## src/hw/cm_pkg.sv

```systemverilog
package cm_pkg;
   localparam int        CM_GROUPS  = 10;
   localparam int        CM_SLOTS   = 24;
   localparam int        CM_ADDR_W  = 7;
   // each six-byte group takes two words: bytes 3..0, then bytes 5..4
   localparam logic [6:0] CM_OFS_CFG_A  = 7'h00;
   localparam logic [6:0] CM_OFS_CFG_B  = 7'h08;
   localparam logic [6:0] CM_OFS_CVA    = 7'h10;
   localparam logic [6:0] CM_OFS_CVB    = 7'h18;
   localparam logic [6:0] CM_OFS_CVC    = 7'h20;
   localparam logic [6:0] CM_OFS_CVD    = 7'h28;
   localparam logic [6:0] CM_OFS_CVE    = 7'h30;
   localparam logic [6:0] CM_OFS_AVA    = 7'h38;
   localparam logic [6:0] CM_OFS_AVB    = 7'h40;
   localparam logic [6:0] CM_OFS_AVC    = 7'h48;
   localparam logic [6:0] CM_OFS_STATUS = 7'h50;
   localparam logic [3:0] CM_GRP_CFG_A  = 4'h0;
   localparam logic [3:0] CM_GRP_CFG_B  = 4'h1;
   localparam logic [3:0] CM_GRP_RES0   = 4'h2;
   // reset values and write masks
   localparam logic [47:0] CM_CFG_A_RESET = 48'h0000_0000_0000;
   localparam logic [47:0] CM_CFG_B_RESET = 48'h0000_0000_0000;
   localparam logic [47:0] CM_CFG_B_WMASK = 48'h0000_0000_fc7f;
   localparam logic [15:0] CM_RESULT_RESET = 16'hffff;
   // config A field positions in the 48-bit group image
   localparam int CM_A_CONV_OPT  = 0;
   localparam int CM_A_TMR_EN    = 1;
   localparam int CM_A_REF_KEEP  = 2;
   localparam int CM_A_GPIO      = 3;
   localparam int CM_A_UV        = 8;
   localparam int CM_A_OV        = 20;
   localparam int CM_A_DIS_LO    = 32;
   localparam int CM_A_DIS_HI    = 40;
   localparam int CM_A_DIS_TMO   = 44;
   // config B field positions
   localparam int CM_B_GPIO      = 0;
   localparam int CM_B_DIS       = 4;
   localparam int CM_B_DIS0      = 10;
   localparam int CM_B_TMR_MON   = 11;
   localparam int CM_B_PATH      = 12;
   localparam int CM_B_FORCE_FLT = 14;
   localparam int CM_B_MUTE      = 15;
   // overlap destination slots (slot = 3 * result group + position)
   localparam logic [4:0] CM_SLOT_C6_ADC2  = 5'h06;
   localparam logic [4:0] CM_SLOT_C6_ADC1  = 5'h07;
   localparam logic [4:0] CM_SLOT_C11_ADC3 = 5'h0c;
   localparam logic [4:0] CM_SLOT_C11_ADC2 = 5'h0d;
   localparam int         CM_STAT_OVERLAP  = 0;
   localparam logic [1:0] CM_RESP_OKAY     = 2'b00;
   localparam logic [1:0] CM_RESP_DECERR   = 2'b11;

   typedef struct packed {
      logic       valid;
      logic [4:0] slot;
      logic [15:0] value;
   } cm_result_t;

   typedef struct packed {
      logic        valid;
      logic [15:0] cell6_adc2;
      logic [15:0] cell6_adc1;
      logic [15:0] cell11_adc3;
      logic [15:0] cell11_adc2;
   } cm_overlap_t;

   typedef struct packed {
      logic [8:0]  gpio_pin_control;
      logic        reference_keep_on;
      logic        discharge_timer_enable;
      logic        conversion_option;
      logic [11:0] undervoltage_threshold;
      logic [11:0] overvoltage_threshold;
      logic [15:0] cell_discharge_control;
      logic [3:0]  discharge_timeout;
      logic        discharge_mute;
      logic        forced_redundancy_fault;
      logic [1:0]  path_select;
      logic        timer_monitor_enable;
   } cm_config_t;
endpackage : cm_pkg

```

## src/hw/cm_register_map.sv

```systemverilog
// Our own choices: the register addresses and the AXI4-Lite register port.
`timescale 1ns/1ps
module cm_register_map
   import cm_pkg::*;
(
   // clock and reset
   input  wire logic                 clock,
   input  wire logic                 rst_n,
   // axi4-lite write address and data
   input  wire logic [CM_ADDR_W-1:0] s_axi_awaddr,
   input  wire logic                 s_axi_awvalid,
   output logic                      s_axi_awready,
   input  wire logic [31:0]          s_axi_wdata,
   input  wire logic [3:0]           s_axi_wstrb,
   input  wire logic                 s_axi_wvalid,
   output logic                      s_axi_wready,
   // axi4-lite write response
   output logic [1:0]                s_axi_bresp,
   output logic                      s_axi_bvalid,
   input  wire logic                 s_axi_bready,
   // axi4-lite read
   input  wire logic [CM_ADDR_W-1:0] s_axi_araddr,
   input  wire logic                 s_axi_arvalid,
   output logic                      s_axi_arready,
   output logic [31:0]               s_axi_rdata,
   output logic [1:0]                s_axi_rresp,
   output logic                      s_axi_rvalid,
   input  wire logic                 s_axi_rready,
   // conversion results from the converters
   input  wire cm_result_t           result_in,
   input  wire cm_overlap_t          overlap_in,
   // decoded configuration to the analog side
   output cm_config_t                config_out
);

   // byte-lane merge of a bus word into a stored word
   function automatic logic [31:0] cm_merge(input logic [31:0] old_w,
                                            input logic [31:0] new_w,
                                            input logic [3:0]  strb);
      logic [31:0] res;
      res = old_w;
      for (int b = 0; b < 4; b++) begin
         if (strb[b]) begin
            res[8*b +: 8] = new_w[8*b +: 8];
         end
      end
      return res;
   endfunction : cm_merge

   // write one word of a six-byte group image; byte order 0 to 5
   function automatic logic [47:0] cm_group_write(input logic [47:0] old_g,
                                                  input logic        hi_word,
                                                  input logic [31:0] data,
                                                  input logic [3:0]  strb);
      logic [47:0] res;
      logic [31:0] hi;
      res = old_g;
      hi  = cm_merge({16'h0000, old_g[47:32]}, data, {2'b00, strb[1:0]});
      if (hi_word) begin
         res[47:32] = hi[15:0];
      end else begin
         res[31:0] = cm_merge(old_g[31:0], data, strb);
      end
      return res;
   endfunction : cm_group_write

   // aligned address inside a group word, or the status word
   function automatic logic cm_mapped(input logic [CM_ADDR_W-1:0] addr);
      return (addr[1:0] == 2'b00)
             && ((addr[6:3] < 4'(CM_GROUPS)) || (addr == CM_OFS_STATUS));
   endfunction : cm_mapped

   // storage
   logic [47:0] cfg_a;
   logic [47:0] cfg_b;
   logic [15:0] result      [CM_SLOTS];
   logic [15:0] next_result [CM_SLOTS];
   logic        overlap_flag;
   logic [47:0] grp_img     [CM_GROUPS];

   // write channel holding state
   logic                 aw_held;
   logic                 w_held;
   logic [CM_ADDR_W-1:0] aw_addr;
   logic [31:0]          w_data;
   logic [3:0]           w_strb;

   // write handshake; both channels may arrive in either order
   wire aw_take = s_axi_awvalid && s_axi_awready;
   wire w_take  = s_axi_wvalid && s_axi_wready;
   assign s_axi_awready = !aw_held && !s_axi_bvalid;
   assign s_axi_wready  = !w_held && !s_axi_bvalid;

   // a write fires once both halves are present and no response waits
   wire                 have_aw = aw_held || aw_take;
   wire                 have_w  = w_held || w_take;
   wire                 wr_fire = have_aw && have_w && !s_axi_bvalid;
   wire [CM_ADDR_W-1:0] wr_addr = aw_held ? aw_addr : s_axi_awaddr;
   wire [31:0]          wr_data = w_held ? w_data : s_axi_wdata;
   wire [3:0]           wr_strb = w_held ? w_strb : s_axi_wstrb;

   // write decode
   wire       wr_ok     = cm_mapped(wr_addr);
   wire [3:0] wr_grp    = wr_addr[6:3];
   wire       wr_hi     = wr_addr[2];
   wire       wr_cfg_a  = wr_fire && wr_ok && (wr_grp == CM_GRP_CFG_A);
   wire       wr_cfg_b  = wr_fire && wr_ok && (wr_grp == CM_GRP_CFG_B);
   wire       wr_status = wr_fire && wr_ok && (wr_addr == CM_OFS_STATUS);
   // result group writes match none of the strobes above and are dropped
   // with an okay answer, so a host sweeping the map is not faulted

   wire [47:0] next_cfg_a = cm_group_write(cfg_a, wr_hi, wr_data, wr_strb);
   wire [47:0] cfg_b_raw  = cm_group_write(cfg_b, wr_hi, wr_data, wr_strb);
   // reserved config B bits never store, so they read as zero
   wire [47:0] next_cfg_b = cfg_b_raw & CM_CFG_B_WMASK;

   // write channel capture
   always_ff @(posedge clock or negedge rst_n) begin
      if (!rst_n) begin
         aw_held <= 1'b0;
         aw_addr <= '0;
      end else if (wr_fire) begin
         aw_held <= 1'b0;
      end else if (aw_take) begin
         aw_held <= 1'b1;
         aw_addr <= s_axi_awaddr;
      end
   end

   always_ff @(posedge clock or negedge rst_n) begin
      if (!rst_n) begin
         w_held <= 1'b0;
         w_data <= '0;
         w_strb <= '0;
      end else if (wr_fire) begin
         w_held <= 1'b0;
      end else if (w_take) begin
         w_held <= 1'b1;
         w_data <= s_axi_wdata;
         w_strb <= s_axi_wstrb;
      end
   end

   // write response, one cycle after the write fires
   always_ff @(posedge clock or negedge rst_n) begin
      if (!rst_n) begin
         s_axi_bvalid <= 1'b0;
         s_axi_bresp  <= CM_RESP_OKAY;
      end else if (wr_fire) begin
         s_axi_bvalid <= 1'b1;
         s_axi_bresp  <= wr_ok ? CM_RESP_OKAY : CM_RESP_DECERR;
      end else if (s_axi_bready) begin
         s_axi_bvalid <= 1'b0;
      end
   end

   // configuration groups
   always_ff @(posedge clock or negedge rst_n) begin
      if (!rst_n) begin
         cfg_a <= CM_CFG_A_RESET;
         cfg_b <= CM_CFG_B_RESET;
      end else begin
         if (wr_cfg_a) cfg_a <= next_cfg_a;
         if (wr_cfg_b) cfg_b <= next_cfg_b;
      end
   end

   // overlap marker: set wins over a software clear in the same cycle
   always_ff @(posedge clock or negedge rst_n) begin
      if (!rst_n) begin
         overlap_flag <= 1'b0;
      end else if (overlap_in.valid) begin
         overlap_flag <= 1'b1;
      end else if (wr_status && wr_strb[0] && wr_data[CM_STAT_OVERLAP]) begin
         overlap_flag <= 1'b0;
      end
   end

   // result slot update; the overlap layout overrides a plain result
   // landing on the same slot, since both cannot be current at once
   always_comb begin
      for (int i = 0; i < CM_SLOTS; i++) begin
         next_result[i] = result[i];
         if (result_in.valid && (result_in.slot == 5'(i))) begin
            next_result[i] = result_in.value;
         end
      end
      if (overlap_in.valid) begin
         next_result[CM_SLOT_C6_ADC2]  = overlap_in.cell6_adc2;
         next_result[CM_SLOT_C6_ADC1]  = overlap_in.cell6_adc1;
         next_result[CM_SLOT_C11_ADC3] = overlap_in.cell11_adc3;
         next_result[CM_SLOT_C11_ADC2] = overlap_in.cell11_adc2;
      end
   end

   // result storage, written only from the converter side
   always_ff @(posedge clock or negedge rst_n) begin
      if (!rst_n) begin
         for (int i = 0; i < CM_SLOTS; i++) result[i] <= CM_RESULT_RESET;
      end else begin
         for (int i = 0; i < CM_SLOTS; i++) result[i] <= next_result[i];
      end
   end

   // group images, low byte of each result first
   always_comb begin
      grp_img[0] = cfg_a;
      grp_img[1] = cfg_b;
      for (int g = 0; g < CM_GROUPS - 2; g++) begin
         grp_img[g+2] = {result[3*g+2], result[3*g+1], result[3*g]};
      end
   end

   // read decode
   wire       ar_take  = s_axi_arvalid && s_axi_arready;
   wire       rd_ok    = cm_mapped(s_axi_araddr);
   wire [3:0] rd_grp   = s_axi_araddr[6:3];
   wire       rd_hi    = s_axi_araddr[2];
   wire       rd_stat  = (s_axi_araddr == CM_OFS_STATUS);
   wire [47:0] rd_img  = (rd_grp < 4'(CM_GROUPS)) ? grp_img[rd_grp] : 48'h0;
   wire [31:0] rd_word = !rd_ok ? 32'h0000_0000
                       : rd_stat ? {31'h0000_0000, overlap_flag}
                       : rd_hi ? {16'h0000, rd_img[47:32]}
                       : rd_img[31:0];
   assign s_axi_arready = !s_axi_rvalid;

   // read data channel
   always_ff @(posedge clock or negedge rst_n) begin
      if (!rst_n) begin
         s_axi_rvalid <= 1'b0;
         s_axi_rdata  <= '0;
         s_axi_rresp  <= CM_RESP_OKAY;
      end else if (ar_take) begin
         s_axi_rvalid <= 1'b1;
         s_axi_rdata  <= rd_word;
         s_axi_rresp  <= rd_ok ? CM_RESP_OKAY : CM_RESP_DECERR;
      end else if (s_axi_rready) begin
         s_axi_rvalid <= 1'b0;
      end
   end

   // configuration fields straight from the group flops
   assign config_out.gpio_pin_control[4:0]   = cfg_a[CM_A_GPIO +: 5];
   assign config_out.reference_keep_on       = cfg_a[CM_A_REF_KEEP];
   assign config_out.discharge_timer_enable  = cfg_a[CM_A_TMR_EN];
   assign config_out.conversion_option       = cfg_a[CM_A_CONV_OPT];
   assign config_out.undervoltage_threshold  = cfg_a[CM_A_UV +: 12];
   assign config_out.overvoltage_threshold   = cfg_a[CM_A_OV +: 12];
   assign config_out.cell_discharge_control[8:1]  = cfg_a[CM_A_DIS_LO +: 8];
   assign config_out.cell_discharge_control[12:9] = cfg_a[CM_A_DIS_HI +: 4];
   assign config_out.discharge_timeout       = cfg_a[CM_A_DIS_TMO +: 4];
   assign config_out.gpio_pin_control[8:5]   = cfg_b[CM_B_GPIO +: 4];
   assign config_out.cell_discharge_control[15:13] = cfg_b[CM_B_DIS +: 3];
   assign config_out.cell_discharge_control[0] = cfg_b[CM_B_DIS0];
   assign config_out.timer_monitor_enable    = cfg_b[CM_B_TMR_MON];
   assign config_out.path_select             = cfg_b[CM_B_PATH +: 2];
   assign config_out.forced_redundancy_fault = cfg_b[CM_B_FORCE_FLT];
   assign config_out.discharge_mute          = cfg_b[CM_B_MUTE];

endmodule : cm_register_map

```

## config.mk

```make
export PLATFORM = sky130hd
export DESIGN_NAME = cm_register_map
export DESIGN_NICKNAME = d
export VERILOG_FILES = /design/src/hw/cm_pkg.sv /design/src/hw/cm_register_map.sv
export SDC_FILE = /design/constraint.sdc
export NUM_CORES = 1
export LEC_CHECK = 0
export BUFFER_PORTS_ARGS = -buffer_cell sky130_fd_sc_hd__buf_2
export CAP_MARGIN = 20
export CORE_MARGIN = 2
export CORE_UTILIZATION = 40
export DETAILED_ROUTE_END_ITERATION = 12
export PLACE_DENSITY = 0.59
export SETUP_SLACK_MARGIN = 0.2
export SYNTH_ARGS = -nofsm -noshare
export SYNTH_HDL_FRONTEND = slang
export SYNTH_SLANG_ARGS = --single-unit
```

## constraint.sdc

```tcl
create_clock -name clock -period 3.1 [get_ports clock]
set_input_delay 0.31 -clock clock [delete_from_list [all_inputs] [get_ports clock]]
set_output_delay 0.31 -clock clock [all_outputs]
set_load 0.01 [all_outputs]
```

* Yosys cells after proc, flatten, opt, wreduce, memory -nomap -nowiden *
Cells that the tools add are included.

storage, ports and cells
  flip-flop bits (word level) = 529
  output and inout bits = 102
  bits of input ports = 144
  word-level logic and storage cells = 173

cells by class
  multiplexer cells = 28
  order comparisons = 3
  reduce and logical (&&, ||, !) cells = 70
  bitwise operators = 3
  equal/unequal tests = 26

operators by type and width
  cell                  count
  $bmux W48 S4          1
  $mux W32              6
  $mux W48              3
  $mux W16              4
  $eq A5 B4 Y1 const B  8
  $eq A5 B5 Y1 const B  8
  $logic_and A1 B1 Y1   39
  $reduce_and A3 Y1     8
  $eq A5 B3 Y1 const B  4
  $reduce_bool A2 Y1    9
  $eq A7 B7 Y1 const B  2
  $eq A5 B2 Y1 const B  2
  $mux W1               10
  $lt A4 B4 Y1 const B  2
  $mux W7               1
  $eq A5 B1 Y1 const B  1
  $ge A5 B5 Y1 const B  1
  $logic_not A5 Y1      1
  $not A4 Y5            1
  $eq A4 B1 Y1 const B  1
  $logic_not A1 Y1      4
  $logic_not A2 Y1      2
  $logic_not A4 Y1      1
  $logic_or A1 B1 Y1    4
  4 further kinds       7

* Logic depth before layout (Yosys ltp) *
  depth in word-level cells = 12
  gate-level depth with buffers = 8
  mapped depth without buffers = 4

* Worst setup path before layout *
OpenSTA, ideal clock, no wires.

  kind = register to register
  from = register aw_held
  to = register cfg_a[32]
  arrival time = 1,840 ps
  path slack = 1,135 ps
  buffers on the path = 1
  required time = 2,975 ps
  setup time = 125 ps
  stages on the path, launching flop included = 6
  cells stage by stage = dfrtp_1 buf_6 mux2i_1 o211ai_2 nor3_4 mux2_2

on the way
  longest elaborated chain between the ends = 9
  elaborated cells on any way between the ends = 16

RTL lines
  item                                                                  line                    source
  start: declaration                                                    cm_register_map.sv:82   logic aw_held;
  start signal: assignment                                              cm_register_map.sv:120  aw_held <= 1'b0;
  start signal: assignment                                              cm_register_map.sv:123  aw_held <= 1'b0;
  start signal: assignment                                              cm_register_map.sv:125  aw_held <= 1'b1;
  parallel branches: the longest is 8 deep, another holds $lt A4 B4 Y1  --
  $reduce_and A3 Y1 (no source line) *                                  --
  end signal: assignment                                                cm_register_map.sv:163  if (wr_cfg_a) cfg_a <= next_cfg_a;
  end: declaration                                                      cm_register_map.sv:74   logic [47:0] cfg_a;

Mark *: on every way between the ends.
A chain may end at the register's enable or synchronous reset.

* Final worst setup path *
  from = register aw_held
  to = register cfg_a[26]

Same word-level chain as after synthesis.

==> summary.txt <==
Synthesis
  • Yosys top cell area share: roughly 40%
  • Mapped Avg Cell Area: 13.5 um^2
  • Top cells by count, synth: 492 x mux2_2, 384 x dfstp_2, 150 x mux2i_1
  • Sequential-to-total area share from yosys stat: between 50% and 60%
  • Biggest area consumer among synthesized cells: dfstp_2
  • Top post-synthesis cells by area: dfstp_2 39%, mux2_2 22%, dfrtp_1 14%, mux2i_1 5.8%, mux4_2 3.9%
  • Yosys warning count: 0
  • Synth cell types: 56
  • Synthesized flop and latch total: around 530
  • Most common cell in the netlist: mux2_2
  • Mapped Nets: 2042
  • Post-synthesis async set-or-reset flop share: 100%
  • Number of synthesized flops with an enable pin: 0
  • Synthesized area: 0.0257 mm^2
  • Cells after Synth: between 1500 and 2000
  • Ys flop type: dfstp_2

Route
  • Avg Vias per Cell: between 5 and 6
  • Remaining DRCs: 0
  • DRT met1 WL: roughly 35000 um
  • Initial DRC count: 985
  • Met2 Routed Length: 32900 um
  • Wire per inst: 23.7 um
  • Final ANT Viol Nets: 0
  • Met3 WL post-DR: approximately 3400 um
  • Routed WL: between 70000 and 80000 um
  • Via count: about 17000
  • First drt pass iteration count: 5
  • Max layer used: met4

Timing
  • Clock Skew: 0.0109 ns
  • Fmax: between 300 and 400 MHz
  • Endpoints failing setup: 0
  • Final Hold Viols: 0
  • Hold WS: 0.0560 ns
  • Setup TNS: 0 ns
  • Period Utilization, post-route: around 86%
  • Tmin final: ~2.7 ns
  • RSZ-0062 raised after global routing: no
  • Max-slew violations: 0
  • Slew headroom: between 20% and 30%
  • Worst slew pin tran: around 1.1 ns

Global routing
  • GRT Overall Usage: ~22%
  • Largest net degree at the start of global routing: 97
  • First-pass GRT wire length: roughly 110000 um
  • Remaining global-route overflow: 0
  • Initial antenna violation count: 4
  • Vias in the first global route: approximately 17000

Clocking
  • Clock latency on the worst-skew pair: between 0.6 and 0.7 ns
  • CTS tree: built
  • Register clock-pin slew on the reported worst setup and hold paths: 0.06 ns
  • CTS Buf Count: 57
  • Clk sinks: approximately 530
  • Post_cts resized: 0
  • CTS max path bufs: 3
  • Root Buffer: clkbuf_16
  • CTS H-tree depth: 2

Setup path
  • CP endpoint kind: flip-flop
  • Worst EP arrival: 3.15 ns
  • Buf+Inv Stages, Crit Path: 0
  • Crit-path leading delay family: multiplexers
  • Max incr delay on CP: about 0.77 ns
  • Path length in cells of the critical path: 4
  • Max FO, Critical Path: 19
  • Critical path class: flip-flop to flip-flop
  • Worst r2r dst: cfg_a[26]
  • Critical R2R Launch: aw_held
  • Crit start category: flip-flop
  • CP max stage cell: dfrtp_1
  • R2R Setup Slk: roughly 0.43 ns
  • R2R cell count: 4
  • Worst EP required: 3.59 ns
  • Crit path cell chain: mux2i_1 -> o21ai_2 -> nor4_4 -> mux2_2

Floorplan
  • Core area: roughly 0.063 mm^2
  • Chip width: 257 um
  • Initial Utilization: between 40% and 50%
  • I/O pin cnt: 246
  • FP Rows: 92
  • Die Y-Extent: ~260 um
  • Die area: ~0.066 mm^2

Worst hold path
  • Hold Crit Class: primary input to flip-flop
  • Hold endpoint: aw_addr[2]
  • Worst Hold Launch: s_axi_awaddr[2]
  • Hold Path Depth: 3

Place
  • Port Buffers: ~250
  • Post-DP HPWL: between 50000 and 60000 um
  • Gpl congestion: around 0.8

Cells and area
  • Final net count: approximately 2300
  • Layout cells sized above 1: around three fifths
  • Synth-to-Final Area Change: 18.1%
  • Fill cells: between 5000 and 6000
  • FF/Latch Area: between 0.01 and 0.015 mm^2
  • Multi-input combinational cell area: 0.0109 mm^2

Pwr
  • Power Density: just under 700 mW/mm^2
  • Max VDD drop: 0.469 mV
  • Leak: 13.0 nW

Flow run
  • Max Cap Viol: 0

Status
  • Status: finished, final reports clean
[worst reg2reg max path: stages (launching register included)]
cell and delay [ns]:
dfrtp_1 0.77, mux2i_1 0.52, o21ai_2 0.19, nor4_4 0.66, mux2_2 0.42
[report_power, final]
group	internal, mW	switching [mW]
sequential	8.92	0.996
combinational	2.16	1.88
clock	3.83	2.77
[metrics by stage]
step	instances	power, mW	instance area, um^2	util [%]	worst slack, ns
global route	3047	21.5	30300	47.9	0.262
CTS	3047	20.7	30300	47.9	0.410
global placement	2835	13.8	27400	43.3	0.562
detailed placement	2835	14.0	27400	43.3	0.438
finish	3050	20.6	30300	47.9	0.432
floorplan	1898	12.6	25700	-	1.14
[routing by layer]
metal	up-vias	GRT usage (%)
met1	8751	32.0
met5	-	0
met4	0	4.82
met3	64	2.96
li1	7400	-
met2	422	34.1
[cells in the final DEF, fill, tap and decap left out, types with 4 or more instances in the layout]
master / count
o211ai_1: 8
nor3_4: 6
nand4_1: 5
nor3b_2: 4
clkbuf_8: 14
buf_2: 241
clkbuf_1: 22
dlygate4sd3_1: 109
nand2_1: 100
nand3_1: 7
mux2i_1: 150
o211a_1: 5
buf_4: 53
a32oi_1: 5
mux2_2: 492
o21ai_0: 96
nor2_1: 72
nor2b_1: 8
dfrtp_1: 142
clkbuf_16: 58
a221o_1: 24
o221a_2: 8
clkinv_2: 7
mux4_2: 44
buf_12: 9
a221oi_1: 34
o31ai_1: 9
nor3_1: 13
nand3b_1: 4
inv_1: 6
dfstp_2: 384
and3_1: 5
a22oi_1: 8
a21oi_1: 6
[worst max-delay path by stage]
stage / from / end / slack, ns
final: aw_held / cfg_a[26] / 0.43
after CTS: aw_held / cfg_a[26] / 0.41
after floorplan: aw_held / cfg_a[32] / 1.14
after global routing: aw_held / cfg_a[24] / 0.26
after global placement: aw_held / cfg_a[28] / 0.56
after detailed placement: aw_held / cfg_a[26] / 0.44
[sequential cells by signal, indices dropped and copies added (netlist names), 4 cells and up]
signal / flops
cfg_a: 48
w_strb: 4
w_data: 32
cfg_b: 13
grp_img: 384
s_axi_rdata: 32
aw_addr: 7
[layout make-up]
cell class	count	share of cell area, %
Timing Repair Buffer	414	9.58
Clock inverter	10	0.293
Tap cell	846	3.49
Antenna cell	3	0.0248
Multi-Input combinational cell	1151	35.8
Clock buffer	93	5.65
Sequential cell	527	45.1
Inverter	6	0.0743
[cell families (layout without fill, tap and decap cells)]
kind of cell | count (synthesis) | in the layout | share of synthesized area (%)
compound gates | 220 | 220 | 6.17
buf+inv | 220 | 523 | 4.53
flops | 527 | 527 | 53.2
mux | 687 | 687 | 31.3
other cells | 0 | 3 | 0
simple gates | 244 | 244 | 4.79
[repair_timing]
action / 4_1_cts / 5_1_grt
buffers inserted: 0 / 0
hold buffers: 109 / 0
hold endpoints to repair: 120 / 0
(Power assumes the default switching activity.)
